--- src/vic_pkg.sv ---
package vic_pkg;

    // =====================================================================
    // Sizes
    localparam int unsigned NSRC      = 5;
    localparam int unsigned PC_W      = 11;
    localparam int unsigned STK_DEPTH = 6;
    localparam int unsigned LVL_W     = 3;

    // =====================================================================
    // Source indices, lowest index has the highest priority
    localparam int unsigned SRC_PIN    = 0;
    localparam int unsigned SRC_TIMER0 = 1;
    localparam int unsigned SRC_TIMER1 = 2;
    localparam int unsigned SRC_CONV   = 3;
    localparam int unsigned SRC_NVW    = 4;

    // =====================================================================
    // Vector addresses
    localparam logic [PC_W-1:0] VEC_PIN    = 11'h004;
    localparam logic [PC_W-1:0] VEC_TIMER0 = 11'h008;
    localparam logic [PC_W-1:0] VEC_TIMER1 = 11'h00C;
    localparam logic [PC_W-1:0] VEC_CONV   = 11'h010;
    localparam logic [PC_W-1:0] VEC_NVW    = 11'h014;

    // =====================================================================
    // Pin edge select codes
    localparam logic [1:0] EDGE_NONE    = 2'h0;
    localparam logic [1:0] EDGE_RISING  = 2'h1;
    localparam logic [1:0] EDGE_FALLING = 2'h2;
    localparam logic [1:0] EDGE_BOTH    = 2'h3;

    // =====================================================================
    // Reset values, level step and full level
    localparam logic [PC_W-1:0] PC_RST  = 11'h000;
    localparam logic [LVL_W-1:0] LVL_RST = 3'h0;
    localparam logic [LVL_W-1:0] LVL_ONE = 3'h1;
    localparam logic [LVL_W-1:0] LVL_MAX = 3'h6;

    function automatic logic [PC_W-1:0] vic_vector(input logic [2:0] idx);
        unique case (idx)
            3'h0:    vic_vector = VEC_PIN;
            3'h1:    vic_vector = VEC_TIMER0;
            3'h2:    vic_vector = VEC_TIMER1;
            3'h3:    vic_vector = VEC_CONV;
            default: vic_vector = VEC_NVW;
        endcase
    endfunction : vic_vector

endpackage : vic_pkg

--- src/vic_stk_if.sv ---
`timescale 1ns/1ps
interface vic_stk_if;
    logic                           push;
    logic                           pop;
    logic [vic_pkg::PC_W-1:0]       push_addr;
    logic [vic_pkg::PC_W-1:0]       top_addr;
    logic                           full;
    logic [vic_pkg::LVL_W-1:0]      level;

    modport stack (input push, input pop, input push_addr, output top_addr, output full, output level);
    modport user  (output push, output pop, output push_addr, input top_addr, input full, input level);
endinterface : vic_stk_if

--- src/vic_edge_det.sv ---
`timescale 1ns/1ps
module vic_edge_det (
    input  wire logic       clk_i,
    input  wire logic       srst_i,
    input  wire logic       pin_i,
    input  wire logic [1:0] edge_sel_i,
    output logic            edge_o
);
    logic pin_q;
    logic rise;
    logic fall;

    // =====================================================================
    // Previous pin level, tracked in reset too so no false edge follows it
    always_ff @(posedge clk_i) begin
        pin_q <= pin_i;
    end

    assign rise = pin_i & ~pin_q;
    assign fall = ~pin_i & pin_q;

    always_comb begin
        unique case (edge_sel_i)
            vic_pkg::EDGE_NONE:    edge_o = 1'b0;
            vic_pkg::EDGE_RISING:  edge_o = rise;
            vic_pkg::EDGE_FALLING: edge_o = fall;
            vic_pkg::EDGE_BOTH:    edge_o = rise | fall;
        endcase
    end
endmodule : vic_edge_det

--- src/vic_stack.sv ---
`timescale 1ns/1ps
module vic_stack (
    input  wire logic  clk_i,
    input  wire logic  srst_i,
    vic_stk_if.stack   stk
);
    logic [vic_pkg::PC_W-1:0]  mem_q [vic_pkg::STK_DEPTH];
    logic [vic_pkg::LVL_W-1:0] lvl_q;

    assign stk.full     = (lvl_q == vic_pkg::LVL_MAX);
    assign stk.level    = lvl_q;
    assign stk.top_addr = (lvl_q == vic_pkg::LVL_RST) ? vic_pkg::PC_RST : mem_q[lvl_q - vic_pkg::LVL_ONE];

    // =====================================================================
    // Level pointer
    always_ff @(posedge clk_i) begin
        if (srst_i) begin
            lvl_q <= vic_pkg::LVL_RST;
        end else if (stk.push && !stk.full) begin
            lvl_q <= lvl_q + vic_pkg::LVL_ONE;
        end else if (stk.pop && lvl_q != vic_pkg::LVL_RST) begin
            lvl_q <= lvl_q - vic_pkg::LVL_ONE;
        end
    end

    // =====================================================================
    // Storage, one slot per level
    genvar g;
    generate
        for (g = 0; g < vic_pkg::STK_DEPTH; g++) begin : g_slot
            always_ff @(posedge clk_i) begin
                if (srst_i) begin
                    mem_q[g] <= vic_pkg::PC_RST;
                end else if (stk.push && !stk.full && lvl_q == vic_pkg::LVL_W'(g)) begin
                    mem_q[g] <= stk.push_addr;
                end
            end
        end
    endgenerate
endmodule : vic_stack

--- src/vic_top.sv ---
`timescale 1ns/1ps
// Operation
// - On a taken request push the next address and load the source vector.
// - Vectors: pin 04H, timer0 08H, timer1 0CH, converter 10H, write 14H.
// - Simultaneous requests served pin, timer0, timer1, converter, write.
// - Requests are sampled and served at the instruction phase pulse.
// - Entering service clears the global enable, blocking nesting.
// - Requests during blocked service still set and keep their flags.
// - A full stack holds off any request until the pointer drops.
// - Return from interrupt pops the saved address into the counter.
// - Enable bits and flags kept; cleared global enable blocks all service.
// - Hardware sets a flag on its event; service needs its enable bit.
// - Sources: timers, converter done, nonvolatile write done, external pin.
// - Service clears the served flag together with the global enable.
// - A set flag stays until served or cleared by software.
// - Edge select picks falling, rising or both pin edges.
// - Only the program counter is saved on entry.
module vic_top (
    input  wire logic                       clk_i,
    input  wire logic                       srst_i,
    input  wire logic                       instruction_phase_pulse_i,
    input  wire logic                       ext_pin_i,
    input  wire logic                       pin_edge_select_lo_i,
    input  wire logic                       pin_edge_select_hi_i,
    input  wire logic                       timer0_ovf_i,
    input  wire logic                       timer1_ovf_i,
    input  wire logic                       conv_done_i,
    input  wire logic                       nv_write_done_i,
    input  wire logic                       pin_irq_enable_i,
    input  wire logic                       timer0_irq_enable_i,
    input  wire logic                       timer1_irq_enable_i,
    input  wire logic                       conv_done_irq_enable_i,
    input  wire logic                       nv_write_irq_enable_i,
    input  wire logic                       global_irq_enable_set_i,
    input  wire logic                       global_irq_enable_clr_i,
    input  wire logic [vic_pkg::NSRC-1:0]   flag_clr_i,
    input  wire logic [vic_pkg::PC_W-1:0]   next_pc_i,
    input  wire logic                       call_i,
    input  wire logic                       ret_i,
    input  wire logic                       reti_i,
    output logic                            global_irq_enable_o,
    output logic                            pin_irq_flag_o,
    output logic                            timer0_irq_flag_o,
    output logic                            timer1_irq_flag_o,
    output logic                            conv_done_irq_flag_o,
    output logic                            nv_write_irq_flag_o,
    output logic                            pc_load_o,
    output logic [vic_pkg::PC_W-1:0]        pc_value_o,
    output logic                            irq_taken_o,
    output logic                            stack_full_o,
    output logic [vic_pkg::LVL_W-1:0]       stack_level_o
);

    // =====================================================================
    // Declarations
    vic_stk_if stk ();

    logic [vic_pkg::NSRC-1:0] flag_q;
    logic [vic_pkg::NSRC-1:0] flag_d;
    logic [vic_pkg::NSRC-1:0] event_set;
    logic [vic_pkg::NSRC-1:0] enable;
    logic [vic_pkg::NSRC-1:0] pending;
    logic [vic_pkg::NSRC-1:0] take_clr;
    logic                     gie_q;
    logic                     pin_edge;
    logic                     take;
    logic                     do_return;
    logic [2:0]               win_idx;
    logic                     pc_load_q;
    logic [vic_pkg::PC_W-1:0] pc_value_q;
    logic                     taken_q;

    // Highest priority pending source, lowest index wins
    function automatic logic [2:0] vic_pick(input logic [vic_pkg::NSRC-1:0] req);
        vic_pick = 3'h0;
        for (int i = vic_pkg::NSRC - 1; i >= 0; i--) begin
            if (req[i]) begin
                vic_pick = i[2:0];
            end
        end
    endfunction : vic_pick

    // =====================================================================
    // Request sources
    vic_edge_det u_edge (
        .clk_i      (clk_i),
        .srst_i     (srst_i),
        .pin_i      (ext_pin_i),
        .edge_sel_i ({pin_edge_select_hi_i, pin_edge_select_lo_i}),
        .edge_o     (pin_edge)
    );

    assign event_set[vic_pkg::SRC_PIN]    = pin_edge;
    assign event_set[vic_pkg::SRC_TIMER0] = timer0_ovf_i;
    assign event_set[vic_pkg::SRC_TIMER1] = timer1_ovf_i;
    assign event_set[vic_pkg::SRC_CONV]   = conv_done_i;
    assign event_set[vic_pkg::SRC_NVW]    = nv_write_done_i;

    assign enable[vic_pkg::SRC_PIN]    = pin_irq_enable_i;
    assign enable[vic_pkg::SRC_TIMER0] = timer0_irq_enable_i;
    assign enable[vic_pkg::SRC_TIMER1] = timer1_irq_enable_i;
    assign enable[vic_pkg::SRC_CONV]   = conv_done_irq_enable_i;
    assign enable[vic_pkg::SRC_NVW]    = nv_write_irq_enable_i;

    // =====================================================================
    // Arbitration
    // enable gates service
    assign pending = flag_q & enable;
    assign win_idx = vic_pick(pending);
    assign take = instruction_phase_pulse_i & gie_q & (|pending) & ~stk.full & ~call_i;
    assign do_return = ret_i | reti_i;

    assign take_clr = take ? (vic_pkg::NSRC'(1) << win_idx) : '0;

    // =====================================================================
    // Request flags
    // set wins over clear
    assign flag_d = (flag_q & ~flag_clr_i & ~take_clr) | event_set;

    always_ff @(posedge clk_i) begin
        if (srst_i) begin
            flag_q <= '0;
        end else begin
            flag_q <= flag_d;
        end
    end

    // =====================================================================
    // Global enable
    always_ff @(posedge clk_i) begin
        if (srst_i) begin
            gie_q <= 1'b0;
        end else if (take) begin
            gie_q <= 1'b0;
        end else if (global_irq_enable_set_i) begin
            gie_q <= 1'b1;
        end else if (global_irq_enable_clr_i) begin
            gie_q <= 1'b0;
        end
    end

    // =====================================================================
    // Return address stack
    // only the counter is pushed
    assign stk.push      = take | call_i;
    assign stk.push_addr = next_pc_i;
    assign stk.pop       = do_return & ~stk.push;

    vic_stack u_stack (
        .clk_i  (clk_i),
        .srst_i (srst_i),
        .stk    (stk)
    );

    // =====================================================================
    // Program counter load
    always_ff @(posedge clk_i) begin
        if (srst_i) begin
            pc_load_q  <= 1'b0;
            pc_value_q <= vic_pkg::PC_RST;
            taken_q    <= 1'b0;
        end else begin
            pc_load_q <= take | stk.pop;
            taken_q   <= take;
            if (take) begin
                pc_value_q <= vic_pkg::vic_vector(win_idx);
            end else if (stk.pop) begin
                pc_value_q <= stk.top_addr;
            end
        end
    end

    // =====================================================================
    // Outputs
    assign global_irq_enable_o  = gie_q;
    assign pin_irq_flag_o       = flag_q[vic_pkg::SRC_PIN];
    assign timer0_irq_flag_o    = flag_q[vic_pkg::SRC_TIMER0];
    assign timer1_irq_flag_o    = flag_q[vic_pkg::SRC_TIMER1];
    assign conv_done_irq_flag_o = flag_q[vic_pkg::SRC_CONV];
    assign nv_write_irq_flag_o  = flag_q[vic_pkg::SRC_NVW];
    assign pc_load_o            = pc_load_q;
    assign pc_value_o           = pc_value_q;
    assign irq_taken_o          = taken_q;
    assign stack_full_o         = stk.full;
    assign stack_level_o        = stk.level;
endmodule : vic_top

--- config.mk ---
export PLATFORM = sky130hd
export DESIGN_NAME = vic_top
export DESIGN_NICKNAME = d
export VERILOG_FILES = /design/src/vic_pkg.sv /design/src/vic_stk_if.sv /design/src/vic_edge_det.sv /design/src/vic_stack.sv /design/src/vic_top.sv
export SDC_FILE = /design/constraint.sdc
export NUM_CORES = 1
export LEC_CHECK = 0
export BUFFER_PORTS_ARGS = -buffer_cell sky130_fd_sc_hd__buf_2
export CORE_ASPECT_RATIO = 0.6
export CORE_MARGIN = 4
export CORE_UTILIZATION = 40
export DETAILED_ROUTE_END_ITERATION = 12
export SETUP_SLACK_MARGIN = 0.5
export SLEW_MARGIN = 15
export SYNTH_ARGS = -nofsm -noshare
export SYNTH_HDL_FRONTEND = slang
export SYNTH_SLANG_ARGS = --single-unit
--- constraint.sdc ---
create_clock -name clk_i -period 4.3 [get_ports clk_i]
set_input_delay 0.215 -clock clk_i [delete_from_list [all_inputs] [get_ports clk_i]]
set_output_delay 0.215 -clock clk_i [all_outputs]
set_load 0.1 [all_outputs]
==> results_dict.tcl <==
set metrics [dict create \
    status "completed" \
    post-cts-setup-buffers 0 \
    maxCapViolations 0 \
    synth_seq_cells 89 \
    pwr-share-comb 0.277 \
    fmax_mhz 332 \
    totalWireLength_mm 10.9 \
    utilization 0.484 \
    ant_nets 0 \
    rsz0062_at_grt "no" \
    ys_warn_count 0 \
    hold_path_end "u_edge.pin_q$_DFF_P_" \
    synth_edf_count 66 \
    netlist.area_leader.share 0.476 \
    syn_avg_cell_area_um2 12.0 \
    yosys-top-cells-area "edfxtp_1 48%, dfxtp_1 11%, mux4_2 5.9%" \
    yosysTopAreaCell "edfxtp_1" \
    drc 0 \
    slew_viol_final 0 \
    dr.pass1.iters 5 \
    r2r_cells 7 \
    worstReg2RegStart "u_stack.stk.level[0]$_SDFFE_PP0P_" \
    grt_max_degree 37 \
    top_level_ports 59 \
    crit_type "flip-flop to flip-flop" \
    vdd_drop_max_mv 0.237 \
    p_per_area_nw_per_um2 519 \
    io_buffers 58 \
    final_nets 442 \
    hold_path.class "primary input to flip-flop" \
    fin_crit_sh 0.701 \
    synth_common_cells "66 x edfxtp_1, 35 x and2_1, 33 x and3_1" \
    slew_headroom 0.328 \
    tns_ns 0 \
    insertion_delay_ns 0.33 \
    dieArea_um2 12200 \
    synth_mux_area_frac 0.0919 \
    setup_slack_ns 1.28 \
    cts.sinks 89 \
    cts_tree "yes" \
    die_h_um 87.0 \
    fillers 936 \
    syn-cell-area_um2 4160 \
    tightestPinTransition_ns 1.00 \
    sequentialPowerShare 0.435 \
    skew_ns 0.00565 \
    r2r-end "u_stack.mem_q[5][8]$_SDFFCE_PN0P_" \
    grt_pass1_vias 2715 \
    r2r_slack_ns 1.28 \
    setup_viol 0 \
    synth_cell_type_count 38 \
    critPathMaxFanout 27 \
    finalHoldViolations 0 \
    area_growth_pct 16.5 \
    holdBufCountCts 0 \
    cp.arrival_ns 2.97 \
    h-tree-depth 3 \
    clkPwrFrac 0.289 \
    worstSetupStartpointType "flip-flop" \
    synth-compound-area-share 0.0880 \
    hpwlAfterDp_mm 8.01 \
    avgRoutedWirePerCell_um 20.3 \
    synth_fa_ha_area_frac 0.0240 \
    place.gp.congestion 0.884 \
    overflow 0 \
    cp.required_ns 4.26 \
    p_leak_nw 2.07 \
    yosysSeqAreaShare 0.587 \
    cts.path.max_buffers 2 \
    grtUsageTotal 0.185 \
    hp-start "ext_pin_i" \
    worstSetupEndpointType "flip-flop" \
    swShare 0.341 \
    synth_flop_cell "edfxtp_1" \
    num_rows 28 \
    synth_fp_nets 390 \
    synth_top_family_by_area "simple AND/OR/NAND/NOR gates" \
    core_um2 10000 \
    yosysMostFrequentCell "edfxtp_1" \
    initial_core_util 0.416 \
    vias_per_cell 5.37 \
    p_sw_uw 861 \
    syn_inst 346 \
    path_clk_slew_ns 0.06 \
    cts_root_buf "clkbuf_16" \
    dp_worst_setup_slack_ns 1.29 \
    diodes 0 \
    cts_resized 0 \
    synth_xor_xnor_area_share 0.00210 \
    synth-simple-area-share 0.172 \
    initialDrtViolationCount 339 \
    antenna_found_initial 0 \
    drive_above_1_share 0.223 \
    intPower_mw 1.66 \
    holdPathStages 1 \
    async_flop_share 0 \
    die_x_um 140 \
    cts_made_buffers 9 \
    vias 2891 \
    layout_min_cycle_time_ns 3.02 \
    grt_pass1_wl_mm 16.5 \
]
per-layer routing:
metal	vias up	part of all wire	track usage	wire length [um]
met2	103	0.38	0.229	4120
met1	1415	0.51	0.299	5560
li1	1365	-	-	-
met5	-	0	0	0
met3	8	0.10	0.0653	1140
met4	0	0.0083	0.0449	91
kinds of logic (layout without fill, tap and decap cells):
group	after synthesis	count (layout)
mux	24	24
fa+ha+maj	8	8
flops	89	89
buf+inv	37	94
xor+xnor	1	1
simple gates	132	132
compound gates	55	55
final cells by class:
cell class              count  area (um2)  area share
repair buffers             62         320      0.0660
clock inverters             1        5.00     0.00103
inverters                  16        60.1      0.0124
well taps                 135         169      0.0348
multi-input cells         220        1580       0.326
clock buffers              15         269      0.0554
flip-flops and latches     89        2450       0.504
how the worst max path moves through the flow:
stage                                      start                            endpoint  slack [ns]  depth (start not counted)
2_1_floorplan  u_stack.stk.level[0]$_SDFFE_PP0P_   u_stack.mem_q[0][0]$_SDFFCE_PN0P_        0.56                         12
3_3_place_gp   u_stack.stk.level[0]$_SDFFE_PP0P_   u_stack.mem_q[2][8]$_SDFFCE_PN0P_        1.41                          9
3_5_place_dp   u_stack.stk.level[0]$_SDFFE_PP0P_   u_stack.mem_q[2][5]$_SDFFCE_PN0P_        1.29                          9
4_1_cts        u_stack.stk.level[0]$_SDFFE_PP0P_   u_stack.mem_q[5][7]$_SDFFCE_PN0P_        1.29                          7
5_1_grt        u_stack.stk.level[0]$_SDFFE_PP0P_  u_stack.mem_q[4][10]$_SDFFCE_PN0P_        1.01                          7
6_report       u_stack.stk.level[0]$_SDFFE_PP0P_   u_stack.mem_q[5][8]$_SDFFCE_PN0P_        1.28                          7
layout by cell type (no fill, tap or decap), drive strengths merged, types with 2 or more instances in the layout:
cell    count
a211oi      4
a21o        4
a21oi      19
a22oi      10
a31oi       6
and2       35
and3       33
buf        62
clkbuf     15
dfxtp      23
edfxtp     66
ha          8
inv        16
mux2i      12
mux4       11
nand2      16
nand3       3
nor2       32
nor2b       4
nor3        4
nor3b       2
nor4        2
o21ai       4
power groups by stage:
stage / combinational (mW) / sequential [mW] / clock [mW]
2_1_floorplan: 0.370 / 1.25 / 0
3_3_place_gp: 0.686 / 1.11 / 0
3_5_place_dp: 0.694 / 1.11 / 0
4_1_cts: 0.695 / 1.09 / 0.739
5_1_grt: 0.748 / 1.11 / 0.773
6_report: 0.697 / 1.10 / 0.728
worst max-delay path, cell delays in order (launching register included):
cell	delay, ns
dfxtp_4	0.64
inv_1	0.18
ha_1	0.26
nand2_1	0.15
inv_2	0.08
a211oi_4	0.32
a21oi_1	0.20
o21ai_1	0.80
stage by stage:
stage                     area [um2]  hold WS [ns]  instances  total power, mW
final                           4850        0.0204        538             2.52
after global routing            4850        0.0175        538             2.63
after CTS                       4850       0.00758        538             2.53
after detailed placement        4580         0.356        522             1.81
after global placement          4580         0.352        522             1.80
after floorplan                 4180         0.243        346             1.62
flip-flops by register name (all words and copies together), names as in the netlist:
name and count:
pc_load_o 1, u_edge.pin_q 1, u_stack.mem_q 66, flag_q 5, global_irq_enable_o 1, u_stack.stk.level 3, irq_taken_o 1, pc_value_o 11
Note: power is estimated with default switching activity, not from simulation.
